==> src/core/aorsm_pkg.sv <==
// Operation
// - Dual mode rising samples; single mode both edges
// - Samples are two's complement, sign from inputs
// - Two shared thresholds compare 8-bit magnitude
// - +127/-128 map ff, 0 to 00, -127 fe
// - Magnitude at or above threshold drives indication
// - Two outputs per channel, index0 high threshold
// - Single mode: OR channel outputs per threshold; the device keeps a and b apart, the host ORs them in every mode
// - Hold select 0..7 gives 8..1024 cycles
// - High trip lowers gain; long quiet raises
// - Marker only while enable set, else unchanged
// - Marked sample: upper 7 bits, marker LSB
// - Async marker input sampled with analog input; the code pairs each sample with the marker pin value from one edge earlier
// - No marking while decimating output mode selected
// - Foreground calibration stops sampling; background continues
// - One clock drives core, processing, outputs
package aorsm_pkg;
    localparam int SAMPLE_W = 8;
    localparam int HOLD_SEL_W = 3;
    localparam int HOLD_CNT_W = 11;
    localparam logic [HOLD_CNT_W-1:0] HOLD_BASE_CNT = 11'h008;
    localparam int NUM_OVR = 4;
    localparam int OVR_A_HIGH = 0;
    localparam int OVR_A_LOW = 1;
    localparam int OVR_B_HIGH = 2;
    localparam int OVR_B_LOW = 3;
    localparam int ADDR_W = 8;
    localparam int DATA_W = 32;
    localparam logic [ADDR_W-1:0] REG_CTRL = 8'h00;
    localparam logic [ADDR_W-1:0] REG_THRESH = 8'h04;
    localparam logic [ADDR_W-1:0] REG_STATUS = 8'h08;
    localparam logic [ADDR_W-1:0] REG_CLEAR = 8'h0c;
    localparam logic [ADDR_W-1:0] REG_IRQ_EN = 8'h10;
    localparam logic [ADDR_W-1:0] REG_LIVE = 8'h14;
    localparam logic [ADDR_W-1:0] REG_SAMPLE = 8'h18;
    localparam int CTRL_SINGLE = 0;
    localparam int CTRL_MARK_EN = 1;
    localparam int CTRL_DECIM = 2;
    localparam int CTRL_FG_CAL = 3;
    localparam int CTRL_HOLD_LSB = 4;
    localparam logic [6:0] CTRL_RST = 7'h00;
    localparam int THR_HIGH_LSB = 0;
    localparam int THR_LOW_LSB = 8;
    localparam logic [SAMPLE_W-1:0] THR_HIGH_RST = 8'he4;
    localparam logic [SAMPLE_W-1:0] THR_LOW_RST = 8'h40;
    localparam int NUM_EV = 3;
    localparam int EV_HIGH = 0;
    localparam int EV_LOW = 1;
    localparam int EV_MARK = 2;
    localparam int QUIET_CYCLES = 1024;
    localparam int QUIET_W = 11;
endpackage

==> src/core/aorsm_link_if.sv <==
`timescale 1ns/1ps
interface aorsm_link_if;
    import aorsm_pkg::*;
    logic [SAMPLE_W-1:0] overrange_threshold_high;
    logic [SAMPLE_W-1:0] overrange_threshold_low;
    logic [HOLD_SEL_W-1:0] overrange_hold_select;
    logic mark_enable;
    logic single_mode;
    logic fg_cal;
    logic chan_a_over_high_out;
    logic chan_a_over_low_out;
    logic chan_b_over_high_out;
    logic chan_b_over_low_out;
    logic [SAMPLE_W-1:0] sample_a;
    logic [SAMPLE_W-1:0] sample_b;
    logic sample_valid;
    modport device (
        input overrange_threshold_high, overrange_threshold_low, overrange_hold_select,
        input mark_enable, single_mode, fg_cal,
        output chan_a_over_high_out, chan_a_over_low_out, chan_b_over_high_out, chan_b_over_low_out,
        output sample_a, sample_b, sample_valid
    );
    modport host (
        output overrange_threshold_high, overrange_threshold_low, overrange_hold_select,
        output mark_enable, single_mode, fg_cal,
        input chan_a_over_high_out, chan_a_over_low_out, chan_b_over_high_out, chan_b_over_low_out,
        input sample_a, sample_b, sample_valid
    );
endinterface

==> src/core/aorsm_host.sv <==
// The register addresses and register access over APB were chosen for this implementation.
`timescale 1ns/1ps
module aorsm_host
    import aorsm_pkg::*;
#(
    parameter int QUIET_LEN = QUIET_CYCLES
)
(
    input wire logic ref_clk,
    input wire logic rst,
    input wire logic psel,
    input wire logic penable,
    input wire logic pwrite,
    input wire logic [ADDR_W-1:0] paddr,
    input wire logic [DATA_W-1:0] pwdata,
    output logic [DATA_W-1:0] prdata,
    output logic pready,
    output logic pslverr,
    output logic irq,
    output logic gain_down,
    output logic gain_up,
    aorsm_link_if.host link
);

    typedef struct packed {
        logic [6:0] ctrl;
        logic [SAMPLE_W-1:0] thr_high;
        logic [SAMPLE_W-1:0] thr_low;
        logic [NUM_EV-1:0] status;
        logic [NUM_EV-1:0] irq_en;
        logic mark_out;
        logic [SAMPLE_W-1:0] last_a;
        logic [SAMPLE_W-1:0] last_b;
        logic [QUIET_W-1:0] quiet;
        logic gain_down;
        logic gain_up;
        logic irq;
        logic pready;
        logic pslverr;
        logic [DATA_W-1:0] prdata;
    } aorsm_host_state_t;

    aorsm_host_state_t s_r;
    aorsm_host_state_t s_nxt;

    function automatic logic mapped(input logic [ADDR_W-1:0] a);
        return a == REG_CTRL || a == REG_THRESH || a == REG_STATUS || a == REG_CLEAR
            || a == REG_IRQ_EN || a == REG_LIVE || a == REG_SAMPLE;
    endfunction

    always_comb
    begin
        logic hi_or;
        logic lo_or;
        logic [NUM_EV-1:0] ev;
        logic [NUM_EV-1:0] clr;
        logic [DATA_W-1:0] rd;
        s_nxt = s_r;
        clr = '0;
        rd = '0;
        hi_or = link.chan_a_over_high_out | link.chan_b_over_high_out;
        lo_or = link.chan_a_over_low_out | link.chan_b_over_low_out;
        ev = '0;
        ev[EV_HIGH] = hi_or;
        ev[EV_LOW] = lo_or;
        ev[EV_MARK] = link.sample_valid && s_r.mark_out && (link.sample_a[0] | link.sample_b[0]);

        case (paddr)
            REG_CTRL: rd = {{(DATA_W-7){1'b0}}, s_r.ctrl};
            REG_THRESH: rd = {16'h0000, s_r.thr_low, s_r.thr_high};
            REG_STATUS: rd = {{(DATA_W-NUM_EV){1'b0}}, s_r.status};
            REG_IRQ_EN: rd = {{(DATA_W-NUM_EV){1'b0}}, s_r.irq_en};
            REG_LIVE: rd = {28'h0000000, link.chan_b_over_low_out, link.chan_b_over_high_out,
                            link.chan_a_over_low_out, link.chan_a_over_high_out};
            REG_SAMPLE: rd = {16'h0000, s_r.last_b, s_r.last_a};
            default: rd = '0;
        endcase

        // One wait state: data ready in the second access cycle
        s_nxt.pready = 1'b0;
        s_nxt.pslverr = 1'b0;
        if (psel && penable && !s_r.pready)
        begin
            s_nxt.pready = 1'b1;
            s_nxt.pslverr = !mapped(paddr);
            s_nxt.prdata = pwrite ? '0 : rd;
        end
        if (psel && penable && s_r.pready && pwrite)
        begin
            case (paddr)
                REG_CTRL: s_nxt.ctrl = pwdata[6:0];
                REG_THRESH:
                begin
                    s_nxt.thr_high = pwdata[THR_HIGH_LSB +: SAMPLE_W];
                    s_nxt.thr_low = pwdata[THR_LOW_LSB +: SAMPLE_W];
                end
                REG_CLEAR: clr = pwdata[NUM_EV-1:0];
                REG_IRQ_EN: s_nxt.irq_en = pwdata[NUM_EV-1:0];
                default: clr = '0;
            endcase
        end

        // Set wins over a clear in the same cycle
        s_nxt.status = (s_r.status & ~clr) | ev;
        s_nxt.irq = |(s_nxt.status & s_nxt.irq_en);

        // Decimating mode suppresses marking
        s_nxt.mark_out = s_nxt.ctrl[CTRL_MARK_EN] && !s_nxt.ctrl[CTRL_DECIM];

        if (link.sample_valid)
        begin
            s_nxt.last_a = link.sample_a;
            s_nxt.last_b = link.sample_b;
        end

        // Gain hints: high trip lowers, long quiet on low raises
        s_nxt.gain_down = hi_or;
        if (lo_or)
        begin
            s_nxt.quiet = '0;
        end
        else if (s_r.quiet != QUIET_W'(QUIET_LEN))
        begin
            s_nxt.quiet = s_r.quiet + {{(QUIET_W-1){1'b0}}, 1'b1};
        end
        s_nxt.gain_up = s_nxt.quiet == QUIET_W'(QUIET_LEN);
    end

    always_ff @(posedge ref_clk or posedge rst)
    begin
        if (rst)
        begin
            s_r <= '0;
            s_r.ctrl <= CTRL_RST;
            s_r.thr_high <= THR_HIGH_RST;
            s_r.thr_low <= THR_LOW_RST;
        end
        else
        begin
            s_r <= s_nxt;
        end
    end

    assign prdata = s_r.prdata;
    assign pready = s_r.pready;
    assign pslverr = s_r.pslverr;
    assign irq = s_r.irq;
    assign gain_down = s_r.gain_down;
    assign gain_up = s_r.gain_up;
    assign link.overrange_threshold_high = s_r.thr_high;
    assign link.overrange_threshold_low = s_r.thr_low;
    assign link.overrange_hold_select = s_r.ctrl[CTRL_HOLD_LSB +: HOLD_SEL_W];
    assign link.mark_enable = s_r.mark_out;
    assign link.single_mode = s_r.ctrl[CTRL_SINGLE];
    assign link.fg_cal = s_r.ctrl[CTRL_FG_CAL];

endmodule

==> src/flat_wrapper.sv <==
// flat-port wrapper written by rule: the top's interface ports become plain ports
module aorsm_host_flat import aorsm_pkg::*;
#(
    parameter int QUIET_LEN = QUIET_CYCLES
)
  (ref_clk, rst, psel, penable, pwrite, paddr, pwdata, prdata, pready, pslverr, irq, gain_down, gain_up, link_overrange_threshold_high, link_overrange_threshold_low, link_overrange_hold_select, link_mark_enable, link_single_mode, link_fg_cal, link_chan_a_over_high_out, link_chan_a_over_low_out, link_chan_b_over_high_out, link_chan_b_over_low_out, link_sample_a, link_sample_b, link_sample_valid);
  aorsm_link_if link_i ();
  input wire logic ref_clk;
  input wire logic rst;
  input wire logic psel;
  input wire logic penable;
  input wire logic pwrite;
  input wire logic [ADDR_W-1:0] paddr;
  input wire logic [DATA_W-1:0] pwdata;
  output logic [DATA_W-1:0] prdata;
  output logic pready;
  output logic pslverr;
  output logic irq;
  output logic gain_down;
  output logic gain_up;
  output wire logic [$bits(link_i.overrange_threshold_high)-1:0] link_overrange_threshold_high;
  output wire logic [$bits(link_i.overrange_threshold_low)-1:0] link_overrange_threshold_low;
  output wire logic [$bits(link_i.overrange_hold_select)-1:0] link_overrange_hold_select;
  output wire logic [$bits(link_i.mark_enable)-1:0] link_mark_enable;
  output wire logic [$bits(link_i.single_mode)-1:0] link_single_mode;
  output wire logic [$bits(link_i.fg_cal)-1:0] link_fg_cal;
  input wire logic [$bits(link_i.chan_a_over_high_out)-1:0] link_chan_a_over_high_out;
  input wire logic [$bits(link_i.chan_a_over_low_out)-1:0] link_chan_a_over_low_out;
  input wire logic [$bits(link_i.chan_b_over_high_out)-1:0] link_chan_b_over_high_out;
  input wire logic [$bits(link_i.chan_b_over_low_out)-1:0] link_chan_b_over_low_out;
  input wire logic [$bits(link_i.sample_a)-1:0] link_sample_a;
  input wire logic [$bits(link_i.sample_b)-1:0] link_sample_b;
  input wire logic [$bits(link_i.sample_valid)-1:0] link_sample_valid;
  assign link_overrange_threshold_high = link_i.overrange_threshold_high;
  assign link_overrange_threshold_low = link_i.overrange_threshold_low;
  assign link_overrange_hold_select = link_i.overrange_hold_select;
  assign link_mark_enable = link_i.mark_enable;
  assign link_single_mode = link_i.single_mode;
  assign link_fg_cal = link_i.fg_cal;
  assign link_i.chan_a_over_high_out = link_chan_a_over_high_out;
  assign link_i.chan_a_over_low_out = link_chan_a_over_low_out;
  assign link_i.chan_b_over_high_out = link_chan_b_over_high_out;
  assign link_i.chan_b_over_low_out = link_chan_b_over_low_out;
  assign link_i.sample_a = link_sample_a;
  assign link_i.sample_b = link_sample_b;
  assign link_i.sample_valid = link_sample_valid;
  aorsm_host #(.QUIET_LEN(QUIET_LEN)) u_core (.ref_clk(ref_clk), .rst(rst), .psel(psel), .penable(penable), .pwrite(pwrite), .paddr(paddr), .pwdata(pwdata), .prdata(prdata), .pready(pready), .pslverr(pslverr), .irq(irq), .gain_down(gain_down), .gain_up(gain_up), .link(link_i));
endmodule
==> config.mk <==
export PLATFORM = sky130hd
export DESIGN_NAME = aorsm_host_flat
export DESIGN_NICKNAME = d
export VERILOG_FILES = /design/src/core/aorsm_pkg.sv /design/src/core/aorsm_link_if.sv /design/src/core/aorsm_host.sv /design/src/flat_wrapper.sv
export SDC_FILE = /design/constraint.sdc
export NUM_CORES = 1
export LEC_CHECK = 0
export ABC_AREA = 1
export BUFFER_PORTS_ARGS = -buffer_cell sky130_fd_sc_hd__buf_2
export CORE_MARGIN = 2
export CORE_UTILIZATION = 45
export CTS_CLUSTER_DIAMETER = 30
export DETAILED_ROUTE_END_ITERATION = 12
export GPL_TIMING_DRIVEN = 0
export HOLD_SLACK_MARGIN = 0.02
export PLACE_DENSITY = 0.74
export SLEW_MARGIN = 20
export SYNTH_ARGS = -nofsm -noshare
export SYNTH_HDL_FRONTEND = slang
export SYNTH_SLANG_ARGS = --single-unit
==> constraint.sdc <==
create_clock -name ref_clk -period 2.7 [get_ports ref_clk]
set_clock_uncertainty 0.15 [all_clocks]
set_input_delay 0.27 -clock ref_clk [delete_from_list [all_inputs] [get_ports ref_clk]]
set_output_delay 0.27 -clock ref_clk [all_outputs]
set_load 0.01 [all_outputs]
==> impl_metrics.toml <==
[outcome]
status = "finished, final reports clean"

[worst_setup_path]
cp_max_fo = 10
cp.required_ns = 2.79
max_stage_delay_ns = 0.50
cp_slowest_cell = "nor2_1"
critPathCaptureType = "flip-flop"
critical_path_class = "reg2reg"
critical_path_arrival_ns = 2.10
worst-r2r-cell-count = 5
regToRegStartpoint = "u_core.pready"
startpoint_type = "flip-flop"
r2r_slack_ns = 0.69
crit_chain = "nand2_1 > nor2_1 > nand3_2 > buf_6 > mux2_4"
r2r_end = "u_core.link.overrange_threshold_low[2]"

[timing]
fmax_mhz = 499
rsz0062_at_grt = "no"
finalHoldViolCount = 0
finalCriticalPeriod_ns = 2.01
fin_crit_sh_pct = 74.3
tightest_slew_ns = 0.660
finalSetupViolCount = 0
slew_viol_final = 0
slew_headroom_pct = 55.9
fin_ws_ns = 0.694

[logic_synthesis]
netlist_top_cells_count = "114 x nand2_1, 73 x dfrtp_1, 51 x buf_4, 47 x inv_1, 41 x o21ai_0"
synth_cell_types = 32
synth_top_cell_by_area = "dfrtp_1"
yosysMostFrequentCell = "nand2_1"
synthCells = 460
ys_seq_area_share_pct = 48.8
synth-edff-count = 0
yosys_most_used_dff = "dfrtp_1"
synthArstFlopShare_pct = 100
synth.top_cells.by_area = "dfrtp_1 46%, nand2_1 11%, buf_4 9.5%, o21ai_0 5.1%, inv_1 4.4%"
synth_top_area_share_pct = 45.5
yosysWarnings = 0
ys_seq_elements = 78
avgSynthCellArea_um2 = 8.72
synth_area_um2 = 4010

[global_route]
grt_pass1_vias = 3460
grt_max_degree = 60
grt_overflow = 0
grt_util_all_layers_pct = 21.4
grt_pass1_wl_um = 16300
antenna_found_initial = 0

[clock_tree]
cts_buffers = 9
clock_latency_ns = 0.36
cts-root-buf = "clkbuf_8"
cts_tree = "built"
cts-htree-levels = 3
cts_setup_buffers = 0
clk_path_buf_depth = 2
clk_pin_slew_ns = 0.09
clock_sinks = 78

[min_path]
min_from = "penable"
hold_depth = 3
worst_hold_path_type = "in2reg"
hold_end = "u_core.pready"

[floorplanning]
coreArea_um2 = 8680
die_h_um = 98.4
dieArea_um2 = 9690
die_w_um = 98.4
ios = 125
start_util_pct = 46.2
rows = 34

[placed_design]
dpl.hpwl_um = 7070
place_inst = 675
globalplace.congestion = 0.855
place_area_um2 = 4690
pre_cts_ws_ns = 0.754
io_buffer_count = 91

[power]
p_per_area_nw_per_um2 = 436
finalPower_uw = 2250
power_leakage_uw = 0.00283
irDropWorstVdd_mv = 0.292

[finish]
drive_gt1_share_pct = 32.8
final_cells = 721
final_area_um2 = 5170
diodes = 0
final_nets = 676
post-route-util_pct = 59.6
area_delta_synth_final_pct = 28.9

[detailed_routing]
drt_iter0_drc = 167
final_antenna_net_count = 0
drtPass1Iterations = 4
drt_wl_total_um = 9870
drcViolationCount = 0
num_vias = 3460
viasPerCell = 4.80
wl_per_cell_um = 13.7

[run]
maxCapViolCount = 0
power by group:
| group | internal, µW | switching, µW |
|---|---|---|
| clock network | 343 | 474 |
| registers | 1200 | 17.0 |
| logic | 109 | 114 |
| total | 1650 | 605 |
layout by cell type (no fill, tap or decap):
cell type	n
a21oi_1	5
a22oi_1	9
buf_16	1
buf_2	94
buf_4	51
buf_6	1
clkbuf_1	6
clkbuf_8	9
clkinv_4	2
clkinvlp_4	3
conb_1	16
dfrtp_1	73
dfstp_2	5
dlygate4sd3_1	30
ha_1	2
inv_1	46
inv_2	2
inv_4	1
inv_6	2
mux2_2	15
mux2_4	6
nand2_1	114
nand2_2	2
nand3_1	29
nand3_2	2
nand3b_1	1
nand4_1	3
nor2_1	29
nor2_2	1
nor2_4	2
nor3_1	2
nor3_2	1
nor3_4	1
nor3b_1	1
o21ai_0	41
o21ai_1	1
o21bai_1	1
xnor2_1	1
xor2_1	2
critical path, delay by kind of cell (launching register included):
kind                   cells  cell delay, ns
AND/OR/NAND/NOR            3            0.83
flip-flops                 1            0.37
multiplexers               1            0.32
buffers and inverters      1            0.23
kinds of logic (layout without fill, tap and decap cells):
family / count (synthesis) / in the layout / synth area share (%)
AND/OR/NAND/NOR: 188 / 188 / 20.3
buffers and inverters: 110 / 248 / 15.3
flip-flops: 78 / 78 / 48.8
AO/OA/AOI/OAI: 57 / 57 / 7.74
multiplexers: 21 / 21 / 6.46
XOR/XNOR: 3 / 3 / 0.655
adder cells (fa/ha/maj): 2 / 2 / 0.624
other: 1 / 16 / 0.0935
final cells by class:
class,count,area [µm²]
tap,108,135
inverter,49,186
clock buffer,9,124
timing repair buffer,122,783
sequential,78,1960
clock inverter,7,57.6
multi-input combinational,287,1490
fill,757,3510
buffer,61,432
worst max path at each step:
stage	from	slack, ns	to
after CTS	u_core.pready	0.77	u_core.link.overrange_threshold_low[3]
after floorplan	rst	0.29	u_core.gain_down
final	u_core.pready	0.69	u_core.link.overrange_threshold_low[2]
after global routing	u_core.pready	0.67	u_core.link.overrange_threshold_high[0]
after detailed placement	psel	0.75	u_core.link.overrange_threshold_low[3]
after global placement	rst	-0.60	u_core.prdata[5]
timing repair:
item | 4_1_cts | 5_1_grt
hold buffers | 30 | 0
gates resized for setup | 0 | 0
setup endpoints to repair | 0 | 0
hold endpoints to repair | 48 | 0
layer usage:
metal / vias to the layer above / GRT usage [%] / wire [µm]
met2: 120 / 36.0 / 4870
met1: 1606 / 26.7 / 4100
met5: - / 0 / 0
met4: 0 / 10.0 / 340
met3: 25 / 4.18 / 554
li1: 1709 / - / -
stage by stage:
step	TNS (ns)	hold slack (ns)
global placement	-43.44	0.306
global route	0	0.0481
floorplan	0	0.218
detailed placement	0	0.0906
CTS	0	0.0251
finish	0	0.0346
registers in the layout, indices dropped and copies added (netlist names), 3 cells and up:
signal	cells
u_core.link.overrange_hold_select	3
u_core.link.overrange_threshold_high	8
u_core.link.overrange_threshold_low	8
u_core.prdata	16
u_core.s_r	35
Power figures use the tool's default switching activity.
